$ cat src/verilog/spcl_pkg.sv
// constants and types shared by the serial port control and status logic
package spcl_pkg;

  // special-register map, page 0x0
  localparam logic [3:0] SFR_PAGE_SPI      = 4'h0;
  localparam logic [7:0] ADDR_SERIAL_CFG   = 8'h84;
  localparam logic [7:0] ADDR_SERIAL_DATA  = 8'h86;
  localparam logic [7:0] ADDR_PORT_CONTROL = 8'hb0;

  // serial_port_control fields
  localparam int BIT_TRANSFER_DONE   = 7;
  localparam int BIT_WRITE_COLLISION = 6;
  localparam int BIT_MODE_FAULT      = 5;
  localparam int BIT_RECEIVE_OVERRUN = 4;
  localparam int BIT_SELECT_MODE_HI  = 3;
  localparam int BIT_SELECT_MODE_LO  = 2;
  localparam int BIT_TX_EMPTY        = 1;
  localparam int BIT_PORT_ENABLE     = 0;

  // configuration register fields
  localparam int BIT_CFG_BUSY        = 7;
  localparam int BIT_CFG_MASTER      = 6;
  localparam int BIT_CFG_SELECTED    = 3;
  localparam int BIT_CFG_SELECT_PIN  = 2;
  localparam int BIT_CFG_SHIFT_EMPTY = 1;
  localparam int BIT_CFG_RX_EMPTY    = 0;

  // select_mode_field encodings
  localparam logic [1:0] SELECT_MODE_3WIRE  = 2'h0;
  localparam logic [1:0] SELECT_MODE_4WIRE  = 2'h1;
  localparam logic [1:0] SELECT_MODE_RESET  = 2'h1;

  // reset values
  localparam logic       TX_EMPTY_RESET     = 1'h1;
  localparam logic       MASTER_RESET       = 1'h0;
  localparam logic [7:0] BYTE_ZERO          = 8'h00;

  // transfer geometry
  localparam logic [3:0] BITS_PER_BYTE      = 4'h8;
  localparam logic [3:0] LAST_BIT_INDEX     = 4'h7;
  localparam int         RX_DEPTH           = 2;

  // master serial clock timing
  localparam int         CLK_PERIOD_NS      = 25;
  localparam int         SCK_HALF_NS        = 100;
  localparam int         SCK_HALF_CYCLES_I  = (SCK_HALF_NS / CLK_PERIOD_NS) < 1 ? 1 : (SCK_HALF_NS / CLK_PERIOD_NS);
  localparam logic [7:0] SCK_HALF_CYCLES    = 8'(SCK_HALF_CYCLES_I);

  typedef enum logic [1:0] {
    ENG_IDLE = 2'b01,
    ENG_RUN  = 2'b10
  } spcl_state_type;

endpackage : spcl_pkg

$ cat src/verilog/spcl_link_if.sv
// signals between the control logic and the shift engine
`timescale 1ns/10ps
interface spcl_link_if;
  logic       enabled;
  logic       master;
  logic       tick;
  logic       selected;
  logic       sck_rise;
  logic       sck_fall;
  logic       serial_in;
  logic       tx_valid;
  logic [7:0] tx_byte;
  logic       tx_take;
  logic       rx_ready;
  logic       last_bit;
  logic       done;
  logic [7:0] rx_byte;
  logic       busy;
  logic       sck_drive;
  logic       serial_out;

  modport control (output enabled, master, tick, selected, sck_rise, sck_fall, serial_in, tx_valid, tx_byte,
                   rx_ready, input tx_take, last_bit, done, rx_byte, busy, sck_drive, serial_out);
  modport engine  (input enabled, master, tick, selected, sck_rise, sck_fall, serial_in, tx_valid, tx_byte,
                   rx_ready, output tx_take, last_bit, done, rx_byte, busy, sck_drive, serial_out);
endinterface : spcl_link_if

$ cat src/verilog/spcl_shift_engine.sv
// byte shift engine for master and slave transfers
`timescale 1ns/10ps
module spcl_shift_engine
  import spcl_pkg::*;
(
  input  wire logic         clk,
  input  wire logic         rst,
  spcl_link_if.engine       lk
);

  spcl_state_type state;
  logic [3:0]     bit_cnt;
  logic [7:0]     shreg;
  logic           loaded;

  assign lk.busy = (state == ENG_RUN) || (bit_cnt != 4'h0);

  ////////////////////////////////////////////////////////////////////////////
  always_ff @(posedge clk) begin
    if (rst) begin
      state         <= ENG_IDLE;
      bit_cnt       <= 4'h0;
      shreg         <= BYTE_ZERO;
      loaded        <= 1'b0;
      lk.sck_drive  <= 1'b0;
      lk.serial_out <= 1'b0;
      lk.tx_take    <= 1'b0;
      lk.last_bit   <= 1'b0;
      lk.done       <= 1'b0;
      lk.rx_byte    <= BYTE_ZERO;
    end else begin
      lk.tx_take  <= 1'b0;
      lk.last_bit <= 1'b0;
      lk.done     <= 1'b0;
      if (!lk.enabled) begin
        state        <= ENG_IDLE;
        bit_cnt      <= 4'h0;
        loaded       <= 1'b0;
        lk.sck_drive <= 1'b0;
      end else if (lk.master) begin
        unique case (state)
          ENG_IDLE: begin
            if (lk.tx_valid && lk.rx_ready) begin
              shreg         <= lk.tx_byte;
              lk.serial_out <= lk.tx_byte[7];
              lk.tx_take    <= 1'b1;
              bit_cnt       <= 4'h0;
              state         <= ENG_RUN;
            end
          end
          ENG_RUN: begin
            if (lk.tick) begin
              if (!lk.sck_drive) begin
                lk.sck_drive <= 1'b1;
                bit_cnt      <= bit_cnt + 4'h1;
                lk.last_bit  <= (bit_cnt == LAST_BIT_INDEX);
              end else begin
                // input sampled at the end of the bit: the pin synchroniser outlasts a half period
                lk.sck_drive <= 1'b0;
                shreg        <= {shreg[6:0], lk.serial_in};
                if (bit_cnt == BITS_PER_BYTE) begin
                  lk.done    <= 1'b1;
                  lk.rx_byte <= {shreg[6:0], lk.serial_in};
                  bit_cnt    <= 4'h0;
                  state      <= ENG_IDLE;
                end else begin
                  lk.serial_out <= shreg[6];
                end
              end
            end
          end
        endcase
      end else begin
        state        <= ENG_IDLE;
        lk.sck_drive <= 1'b0;
        if (!lk.selected) begin
          bit_cnt <= 4'h0;
        end else if (lk.sck_rise) begin
          if (bit_cnt == LAST_BIT_INDEX) begin
            lk.last_bit <= 1'b1;
            lk.done     <= 1'b1;
            lk.rx_byte  <= {shreg[6:0], lk.serial_in};
            bit_cnt     <= 4'h0;
            loaded      <= 1'b0;
          end else begin
            bit_cnt <= bit_cnt + 4'h1;
          end
          shreg <= {shreg[6:0], lk.serial_in};
          // next bit leaves right after the sample edge, so synchroniser delay stays inside the bit
          lk.serial_out <= shreg[6];
        end else if (lk.sck_fall) begin
          lk.serial_out <= shreg[7];
        end else if (bit_cnt == 4'h0 && !loaded && lk.tx_valid) begin
          shreg         <= lk.tx_byte;
          lk.serial_out <= lk.tx_byte[7];
          loaded        <= 1'b1;
          lk.tx_take    <= 1'b1;
        end
      end
    end
  end

endmodule : spcl_shift_engine

$ cat src/verilog/spcl_control_status.sv
// control register, status flags, buffers and pins of one serial port
`timescale 1ns/10ps
module spcl_control_status
  import spcl_pkg::*;
(
  input  wire logic       clk,
  input  wire logic       rst,
  input  wire logic [3:0] sfr_page,
  input  wire logic [7:0] sfr_addr,
  input  wire logic       sfr_wr,
  input  wire logic [7:0] sfr_wdata,
  input  wire logic       sfr_bit_wr,
  input  wire logic [2:0] sfr_bit_sel,
  input  wire logic       sfr_bit_val,
  input  wire logic       sfr_rd,
  output logic      [7:0] sfr_rdata,
  input  wire logic       int_enable,
  output logic            irq_request,
  input  wire logic       sck_in,
  output logic            sck_out,
  output logic            sck_oe,
  input  wire logic       mosi_in,
  output logic            mosi_out,
  output logic            mosi_oe,
  input  wire logic       miso_in,
  output logic            miso_out,
  output logic            miso_oe,
  input  wire logic       slave_select_line_in,
  output logic            slave_select_line_out,
  output logic            slave_select_line_oe
);

  localparam int NPIN = 4;
  localparam int PIN_SCK = 0;
  localparam int PIN_MOSI = 1;
  localparam int PIN_MISO = 2;
  localparam int PIN_SEL = 3;

  spcl_link_if lk ();

  logic       transfer_done_flag;
  logic       write_collision_flag;
  logic       mode_fault_flag;
  logic       receive_overrun_flag;
  logic [1:0] select_mode_field;
  logic       transmit_buffer_empty;
  logic       port_enable;
  logic       master_enable;
  logic [7:0] tx_buf;
  logic [7:0] div_cnt;
  logic       sck_prev;
  logic [NPIN-1:0] pin_raw;
  logic [NPIN-1:0] pin_val;
  logic [7:0] rx_mem [RX_DEPTH];
  logic       rx_wptr;
  logic       rx_rptr;
  logic [1:0] rx_count;
  logic       rx_push_valid;
  logic       rx_push_ready;
  logic       rx_pop_valid;
  logic       rx_pop_ready;
  logic       hit_page;
  logic       wr_ctrl;
  logic       bit_ctrl;
  logic       wr_data;
  logic       rd_data;
  logic [7:0] ctrl_image;
  logic [7:0] cfg_image;
  logic       four_wire;
  logic       single_master;

  ////////////////////////////////////////////////////////////////////////////
  // register decode
  function automatic logic hit(input logic [7:0] a, input logic [7:0] want);
    return a == want;
  endfunction : hit

  function automatic logic next_bit(input logic cur, input logic [2:0] pos, input logic set_ev);
    logic v;
    v = cur;
    if (wr_ctrl) begin
      v = sfr_wdata[pos];
    end else if (bit_ctrl && sfr_bit_sel == pos) begin
      v = sfr_bit_val;
    end
    return v | set_ev;
  endfunction : next_bit

  assign hit_page  = (sfr_page == SFR_PAGE_SPI);
  assign wr_ctrl   = hit_page && sfr_wr && hit(sfr_addr, ADDR_PORT_CONTROL);
  assign bit_ctrl  = hit_page && sfr_bit_wr && hit(sfr_addr, ADDR_PORT_CONTROL);
  assign wr_data   = hit_page && sfr_wr && hit(sfr_addr, ADDR_SERIAL_DATA);
  assign rd_data   = hit_page && sfr_rd && hit(sfr_addr, ADDR_SERIAL_DATA);
  assign four_wire = (select_mode_field == SELECT_MODE_4WIRE);
  assign single_master = select_mode_field[1];

  assign ctrl_image = {transfer_done_flag, write_collision_flag, mode_fault_flag, receive_overrun_flag,
                       select_mode_field, transmit_buffer_empty, port_enable};
  assign cfg_image  = {lk.busy, master_enable, 2'h0, !pin_val[PIN_SEL], pin_raw[PIN_SEL],
                       !lk.busy || master_enable, !rx_pop_valid || master_enable};

  ////////////////////////////////////////////////////////////////////////////
  // pin synchronisers: a change counts once stages two and three agree
  genvar gi;
  assign pin_raw = {slave_select_line_in, miso_in, mosi_in, sck_in};
  generate
    for (gi = 0; gi < NPIN; gi++) begin : g_sync
      logic [2:0] stage;
      always_ff @(posedge clk) begin
        if (rst) begin
          stage        <= (gi == PIN_SEL) ? 3'h7 : 3'h0;
          pin_val[gi]  <= (gi == PIN_SEL) ? 1'b1 : 1'b0;
        end else begin
          stage <= {stage[1:0], pin_raw[gi]};
          if (stage[1] == stage[2]) begin
            pin_val[gi] <= stage[2];
          end
        end
      end
    end
  endgenerate

  ////////////////////////////////////////////////////////////////////////////
  // serial clock edges and master rate divider
  always_ff @(posedge clk) begin
    if (rst) begin
      sck_prev <= 1'b0;
    end else begin
      sck_prev <= pin_val[PIN_SCK];
    end
  end

  always_ff @(posedge clk) begin
    if (rst || !lk.busy) begin
      div_cnt <= 8'h0;
      lk.tick <= 1'b0;
    end else if (div_cnt == SCK_HALF_CYCLES - 8'h1) begin
      div_cnt <= 8'h0;
      lk.tick <= 1'b1;
    end else begin
      div_cnt <= div_cnt + 8'h1;
      lk.tick <= 1'b0;
    end
  end

  assign lk.enabled   = port_enable;
  assign lk.master    = master_enable;
  assign lk.sck_rise  = pin_val[PIN_SCK] && !sck_prev;
  assign lk.sck_fall  = !pin_val[PIN_SCK] && sck_prev;
  assign lk.serial_in = master_enable ? pin_val[PIN_MISO] : pin_val[PIN_MOSI];
  assign lk.selected  = (select_mode_field == SELECT_MODE_3WIRE) || !pin_val[PIN_SEL];
  assign lk.tx_valid  = !transmit_buffer_empty;
  assign lk.tx_byte   = tx_buf;
  assign lk.rx_ready  = rx_push_ready;

  spcl_shift_engine u_engine (
    .clk (clk),
    .rst (rst),
    .lk  (lk)
  );

  ////////////////////////////////////////////////////////////////////////////
  // two-entry receive buffer
  assign rx_push_valid = lk.done;
  assign rx_push_ready = (rx_count != 2'(RX_DEPTH));
  assign rx_pop_valid  = (rx_count != 2'h0);
  assign rx_pop_ready  = rd_data;

  always_ff @(posedge clk) begin
    if (rst) begin
      rx_wptr  <= 1'b0;
      rx_rptr  <= 1'b0;
      rx_count <= 2'h0;
      rx_mem   <= '{default: BYTE_ZERO};
    end else begin
      if (rx_push_valid && rx_push_ready) begin
        rx_mem[rx_wptr] <= lk.rx_byte;
        rx_wptr         <= !rx_wptr;
      end
      if (rx_pop_valid && rx_pop_ready) begin
        rx_rptr <= !rx_rptr;
      end
      rx_count <= rx_count + 2'(rx_push_valid && rx_push_ready) - 2'(rx_pop_valid && rx_pop_ready);
    end
  end

  ////////////////////////////////////////////////////////////////////////////
  // event flags: hardware set wins over a software clear
  always_ff @(posedge clk) begin
    if (rst) begin
      transfer_done_flag   <= 1'b0;
      write_collision_flag <= 1'b0;
      mode_fault_flag      <= 1'b0;
      receive_overrun_flag <= 1'b0;
    end else begin
      transfer_done_flag   <= next_bit(transfer_done_flag, 3'(BIT_TRANSFER_DONE),
                                       port_enable && lk.done);
      write_collision_flag <= next_bit(write_collision_flag, 3'(BIT_WRITE_COLLISION),
                                       port_enable && wr_data && !transmit_buffer_empty);
      mode_fault_flag      <= next_bit(mode_fault_flag, 3'(BIT_MODE_FAULT),
                                       port_enable && master_enable && four_wire && !pin_val[PIN_SEL]);
      receive_overrun_flag <= next_bit(receive_overrun_flag, 3'(BIT_RECEIVE_OVERRUN),
                                       port_enable && !master_enable && lk.last_bit && !rx_push_ready);
    end
  end

  ////////////////////////////////////////////////////////////////////////////
  // control bits and configuration
  always_ff @(posedge clk) begin
    if (rst) begin
      select_mode_field <= SELECT_MODE_RESET;
      port_enable       <= 1'b0;
      master_enable     <= MASTER_RESET;
    end else begin
      select_mode_field <= {next_bit(select_mode_field[1], 3'(BIT_SELECT_MODE_HI), 1'b0),
                            next_bit(select_mode_field[0], 3'(BIT_SELECT_MODE_LO), 1'b0)};
      port_enable       <= next_bit(port_enable, 3'(BIT_PORT_ENABLE), 1'b0);
      if (hit_page && sfr_wr && hit(sfr_addr, ADDR_SERIAL_CFG)) begin
        master_enable <= sfr_wdata[BIT_CFG_MASTER];
      end
    end
  end

  ////////////////////////////////////////////////////////////////////////////
  // transmit buffer
  always_ff @(posedge clk) begin
    if (rst) begin
      transmit_buffer_empty <= TX_EMPTY_RESET;
      tx_buf                <= BYTE_ZERO;
    end else if (wr_data && transmit_buffer_empty) begin
      tx_buf                <= sfr_wdata;
      transmit_buffer_empty <= 1'b0;
    end else if (lk.tx_take) begin
      transmit_buffer_empty <= 1'b1;
    end
  end

  ////////////////////////////////////////////////////////////////////////////
  // read data and interrupt request
  always_ff @(posedge clk) begin
    if (rst) begin
      sfr_rdata   <= BYTE_ZERO;
      irq_request <= 1'b0;
    end else begin
      irq_request <= int_enable && (transfer_done_flag || write_collision_flag ||
                                    mode_fault_flag || receive_overrun_flag);
      if (sfr_rd && hit_page && hit(sfr_addr, ADDR_PORT_CONTROL)) begin
        sfr_rdata <= ctrl_image;
      end else if (sfr_rd && hit_page && hit(sfr_addr, ADDR_SERIAL_CFG)) begin
        sfr_rdata <= cfg_image;
      end else if (rd_data) begin
        sfr_rdata <= rx_pop_valid ? rx_mem[rx_rptr] : BYTE_ZERO;
      end else if (sfr_rd) begin
        sfr_rdata <= BYTE_ZERO;
      end
    end
  end

  ////////////////////////////////////////////////////////////////////////////
  // pin drivers
  always_ff @(posedge clk) begin
    if (rst) begin
      sck_out               <= 1'b0;
      sck_oe                <= 1'b0;
      mosi_out              <= 1'b0;
      mosi_oe               <= 1'b0;
      miso_out              <= 1'b0;
      miso_oe               <= 1'b0;
      slave_select_line_out <= 1'b1;
      slave_select_line_oe  <= 1'b0;
    end else begin
      sck_out               <= lk.sck_drive;
      sck_oe                <= port_enable && master_enable;
      mosi_out              <= lk.serial_out;
      mosi_oe               <= port_enable && master_enable;
      miso_out              <= lk.serial_out;
      miso_oe               <= port_enable && !master_enable && lk.selected;
      slave_select_line_out <= select_mode_field[0];
      slave_select_line_oe  <= port_enable && single_master;
    end
  end

endmodule : spcl_control_status

$ cat config.mk
export PLATFORM = sky130hd
export DESIGN_NAME = spcl_control_status
export DESIGN_NICKNAME = d
export VERILOG_FILES = /design/src/verilog/spcl_pkg.sv /design/src/verilog/spcl_link_if.sv /design/src/verilog/spcl_shift_engine.sv /design/src/verilog/spcl_control_status.sv
export SDC_FILE = /design/constraint.sdc
export NUM_CORES = 1
export LEC_CHECK = 0
export BUFFER_PORTS_ARGS = -buffer_cell sky130_fd_sc_hd__buf_4
export CAP_MARGIN = 25
export CORE_UTILIZATION = 58
export CTS_CLUSTER_DIAMETER = 200
export DETAILED_ROUTE_END_ITERATION = 8
export PLACE_DENSITY = 0.83
export SLEW_MARGIN = 20
export SYNTH_ARGS = -nofsm -noshare
export SYNTH_HDL_FRONTEND = slang
export SYNTH_SLANG_ARGS = --single-unit
$ cat constraint.sdc
create_clock -name clk -period 2.8 [get_ports clk]
set_input_delay 0.56 -clock clk [delete_from_list [all_inputs] [get_ports clk]]
set_output_delay 0.56 -clock clk [all_outputs]
set_load 0.02 [all_outputs]
# Word level (Yosys, flattened, before mapping)
# Cells that the tools add are included.
classes:
  addsub: 4
  mul: 0
  div: 0
  order_cmp: 3
  n_eq_ne: 37
  n_shift: 0
  muxes: 98
  n_bitwise: 8
  reduce_logical: 84
ops:
  columns: ["operator", "count"]
  rows:
  - ["two-way mux 8 bit", 25]
  - ["two-way mux 1 bit", 55]
  - ["logical AND 1 bit", 38]
  - ["two-way mux 4 bit", 8]
  - ["== test 8 bit, second input constant", 3]
  - ["nonzero test 2 bit", 9]
  - ["bitwise mux 16 bit", 1]
  - ["one-hot mux 8 bit (2 select lines)", 1]
  - ["AND reduction 7 bit", 2]
  - ["== test 3 bit, second input constant", 4]
  - ["!= test 2 x 1 -> 1 bit, second input constant", 6]
  - ["nonzero test 4 bit", 3]
  - ["logical NOT 1 bit", 11]
  - ["!= test 2 bit, second input constant", 5]
  - ["!= test 3 x 2 -> 1 bit, second input constant", 3]
  - ["adder 8 x 1 -> 8 bit, second input constant", 1]
  - ["demux 8 bit (select 1 bit)", 1]
  - ["== test 8 x 2 -> 1 bit, second input constant", 1]
  - ["logical NOT 4 bit", 2]
  - ["logical OR 1 bit", 8]
  - ["two-way mux 2 bit", 4]
  - ["one-hot mux 4 bit (2 select lines)", 1]
  - ["AND reduction 4 bit", 2]
  - ["AND reduction 8 bit", 1]
  - ["26 further kinds", 39]
word_totals:
  regBits: 106
  latch_bits: 0
  ramBits: 0
  mem_bits_ro: 0
  input_bits: 34
  mem_count: 0

# Depth between registers and ports, before layout
logic_depth:
  word_depth: 8
  ltp_mapped: 9
  depth_no_buf: 9

# Hierarchy
# From an unflattened synthesis, not the netlist that was laid out.
unflattened:
  cells_unflattened: 495
  area_unflattened_um2: 4712.0
modules_own_cells:
  columns: ["module", "n_inst", "cells_each", "area_per_inst_um2", "seq_area_each_um2"]
  rows:
  - ["spcl_control_status", 1, 345, 3299.4, 1561.5]
  - ["spcl_shift_engine", 1, 150, 1412.6, 560.5]

# Worst setup path after synthesis
# No wires, ideal clock.
synth_path:
  kind: "input -> register"
  from: "in sfr_addr[0]"
  to: "reg rx_count[1]"
  setup_time_ps: 128
  t_arrival_ps: 2263
  required_ps: 2672
  setup_slack_ps: 410
  stages: 9
  cell_sequence: "nor4b_1 > nand3_1 > nor3_2 > ha_1 > inv_1 > ha_1 > xor2_1 > xnor2_1 > nor2_1"
synth_between:
  elab_chain_cells: 4
synth_lines:
  columns: ["item", "line_no", "rtl"]
  rows:
  - ["start, declared", "spcl_control_status.sv:9", "input wire logic [7:0] sfr_addr,"]
  - ["== test 8 bit", "spcl_control_status.sv:75", "return a == want;"]
  - ["logical AND 1 bit", "spcl_control_status.sv:93", "assign rd_data = hit_page && sfr_rd && hit(sfr_addr, ADDR_SERIAL_DATA);"]
  - ["logical AND 1 bit", "spcl_control_status.sv:183", "rx_count <= rx_count + 2'(rx_push_valid && rx_push_ready) - 2'(rx_pop_valid && rx_pop_ready);"]
  - ["subtractor 2 x 1 -> 2 bit", "spcl_control_status.sv:183", null]
  - ["end signal, assigned", "spcl_control_status.sv:183", null]
  - ["end, declared", "spcl_control_status.sv:57", "logic [1:0] rx_count;"]
# No other way between the ends.
# A chain may end at the register's enable or synchronous reset.

# Worst setup path after layout
layout_path:
  from: "in sfr_page[1]"
  to: "reg select_mode_field[0]"
layout_between:
  elab_chain_cells: 5
  elab_cells_between_ends: 8
layout_lines:
  columns: ["item", "line_no", "rtl"]
  rows:
  - ["start, declared", "spcl_control_status.sv:8", "input wire logic [3:0] sfr_page,"]
  - ["logical NOT 4 bit *", "spcl_control_status.sv:89", "assign hit_page = (sfr_page == SFR_PAGE_SPI);"]
  - ["logical AND 1 bit (2 in a row)", "spcl_control_status.sv:91", "assign bit_ctrl = hit_page && sfr_bit_wr && hit(sfr_addr, ADDR_PORT_CONTROL);"]
  - ["logical AND 1 bit", "spcl_control_status.sv:83", "end else if (bit_ctrl && sfr_bit_sel == pos) begin"]
  - ["nonzero test 2 bit (no line)", null, null]
  - ["end signal, assigned", "spcl_control_status.sv:215", "select_mode_field <= {next_bit(select_mode_field[1], 3'(BIT_SELECT_MODE_HI), 1'b0),"]
  - ["end, declared", "spcl_control_status.sv:45", "logic [1:0] select_mode_field;"]
# Every way passes the cells marked *; elsewhere a longest branch is shown, timed or not.

==> metrics.yaml <==
clock_skews_ns: 0.00961
r2r.worst_path.cells: 8
dr_total_vias: 3820
cts_max_level: 3
synth_top_cell_area_share_pct: 45.8
asr_flop_ratio_synth_pct: 0
crit_path_start_kind: "input pin"
dp_hpwl_um: 7820
synthesis.area_mm2: 0.00463
final_antenna_net_count: 0
cts_tree: "yes"
clock.fmax_ghz: 0.469
die_h_um: 91.4
number_of_top_level_design_ports: 51
timing.critical_path.arrival_ns: 2.38
initial_antenna_violation_count: 0
synth.yosys.seq_area_share_pct: 45.8
ys_warn_count: 0
cts_buffers: 9
final-max-slew-violation-count: 0
maximum_number_of_pins_on_one_net_before_global_route_repair: 43
power_density_normalized_to_cell_area_mw_per_mm2: 480
dr.pass1.iters: 4
hold_viol_final: 0
gp_routability_congestion: 0.902
synth_largest_area_cell: "sky130_fd_sc_hd__dfxtp_1"
first_pass_grt_wire_length_um: 17200
ys_top_cells_by_count: "sky130_fd_sc_hd__dfxtp_1 (106), sky130_fd_sc_hd__nor2_1 (57), sky130_fd_sc_hd__mux2i_1 (46)"
cts.sinks: 106
total_number_of_nets_in_the_final_design: 576
clock_latency_ns: 0.37
yosysMostFrequentCell: "sky130_fd_sc_hd__dfxtp_1"
synthesis.area_per_instance_um2: 9.42
grt_setup_unrepaired: "no"
routed_wirelength_um: 10600
critical-path-slowest-cell: "sky130_fd_sc_hd__or4_1"
die_width_um: 91.4
netlist-cell-type-count: 65
critPathKind: "in -> reg"
design_power_mw: 2.54
critPathMaxStageDelay_ns: 0.62
cp_data_required_time_ns: 3.05
core_area_mm2: 0.00773
dpl_worst_slack_ns: 0.293
critical_path.n_buffers_inverters: 1
synthFlopType: "sky130_fd_sc_hd__dfxtp_1"
netlist_instances: 492
report.final.setup_viol: 0
final_critical_path_setup_slack_ns: 0.667
synth-edff-count: 0
post-route-period-util_pct: 76.2
placedCellCount: 628
timing.final.crit_period_ns: 2.13
grt_overflow: 0
via_count_of_the_first_global_routing_pass: 3547
drt-initial-drc-count: 170
grt_use_total_pct: 26.4
area.growth.synth_to_final_pct: 14.0
clk_pin_slew_worst_paths_ns: 0.10
cts.repair_timing.setup_buffer_count: 0
synth_seq_cells: 106
drive_above_1_share_pct: 19.2
synth.net_count: 531
max-clock-path-buffers: 2
worstPathMaxFanout: 6
buffer_ports.inserted: 50
actual_slew_at_the_worst_max_slew_pin_ns: 0.645
detail_route.vias_per_cell: 5.93
drc: 0
antenna_cells: 0
cts_repair_resizes: 0
max_cap_violations: 0
postLayoutCoreUtil_pct: 68.3
cts.hold.buffers_added: 0
synth_top_cells_by_area: "sky130_fd_sc_hd__dfxtp_1 (46%), sky130_fd_sc_hd__mux2i_1 (9.9%), sky130_fd_sc_hd__nor2_1 (4.6%)"
cell_family_with_most_cp_delay: "simple AND/OR/NAND/NOR gates"
critical_path.cell_chain: "buf_4, or4_1, or3_4, or3b_1, mux2i_1, a31oi_1"
max_slew_margin_pct: 56.6
rows: 32
status: "finished clean"
holdPathStages: 2
ir_drop_mv: 0.400
critical_path_stages: 6
design.die.area_mm2: 0.00835
post_drt_wl_per_cell_um: 16.5
fin_setup_tns_ns: 0
static-leakage-power_nw: 2.26
clk_root_buffer_cell: "sky130_fd_sc_hd__clkbuf_8"
class_of_the_worst_hold_path: "in -> reg"
initial_core_util_pct: 60.0
post_layout_nonfiller_instances: 644
worst_setup_path_end_kind: "register"
registers in the layout (all words and copies together), names as in the netlist, 2 cells and up:
| signal | cells |
|---|---|
| select_mode_field | 2 |
| u_engine.lk.rx_byte | 8 |
| div_cnt | 8 |
| lk.tx_byte | 8 |
| u_engine.shreg | 8 |
| u_engine.bit_cnt | 4 |
| g_sync.stage | 12 |
| rx_count | 2 |
| sfr_rdata | 8 |
| u_engine.state | 2 |
| pin_val | 4 |
| rx_mem | 16 |
layout by cell type (no fill, tap or decap), drive strengths merged, types with 5 or more instances in the layout:
cell type,netlist,routed
a21oi,17,17
nand2,27,27
a31o,8,8
inv,10,11
nor2,57,57
nand3,12,12
or3,6,6
nor4,13,13
or2,6,6
o21ai,19,19
nor2b,18,18
buf,4,58
nor3,12,12
o31ai,6,6
ha,5,5
nand2b,12,12
clkbuf,20,11
mux2,8,8
mux2i,46,46
dfxtp,106,106
xnor2,7,7
where the power goes:
| group | leakage [nW] | total, mW | switching (mW) | internal [mW] |
|---|---|---|---|---|
| Sequential | 0.856 | 1.52 | 0.00361 | 1.52 |
| Clock | 0.0889 | 0.896 | 0.535 | 0.361 |
| Combinational | 1.31 | 0.122 | 0.0681 | 0.0536 |
area by class of cell:
cell class	instances	area (um2)
timing repair buffer	58	435
tap	102	128
sequential	106	2120
multi-input combinational	351	2360
clock inverter	5	48.8
clock buffer	11	141
fill	636	2450
inverter	11	41.3
final timing paths:
kind / start / to / slack (ns)
max: sfr_page[1] / select_mode_field[0]$_SDFFE_PP1P_ / 0.67
min: mosi_in / g_sync[1].stage[0]$_SDFF_PP0_ / 0.39
max reg2reg: u_engine.bit_cnt[0]$_SDFFE_PP0P_ / u_engine.shreg[4]$_SDFFE_PP0P_ / 0.68
min reg2reg: g_sync[3].stage[0]$_SDFF_PP1_ / g_sync[3].stage[1]$_SDFF_PP1_ / 0.42
through the flow:
step	hold WS (ns)	area (um2)
floorplan	0.389	4630
global placement	0.394	5090
detailed placement	0.398	5090
CTS	0.390	5280
global route	0.390	5280
finish	0.394	5280
worst reg2reg max path: cells and delay by family (launching register included):
family / cells / cell delay (ns)
AOI/OAI and AO/OA: 2 / 0.42
and+or+nand+nor: 3 / 0.77
adders and majority gates: 1 / 0.19
DFF: 1 / 0.35
buffers and inverters: 2 / 0.29
per-layer routing:
layer  GRT usage (%)  share of wire, %  vias up
li1                -                 -     1866
met1            33.0                44     1824
met2            44.4                48      104
met3            4.77               4.5       26
met4            11.5               3.1        0
met5               0                 0        -
cell families after synthesis:
| kind of cell | synth area share [%] |
|---|---|
| AOI/OAI and AO/OA | 13.5 |
| muxes | 11.9 |
| adders and majority gates | 1.35 |
| DFF | 45.8 |
| and+or+nand+nor | 22.3 |
| xor gates and xnor gates | 2.08 |
| buffers and inverters | 3.16 |
Power figures use the tool's default switching activity.
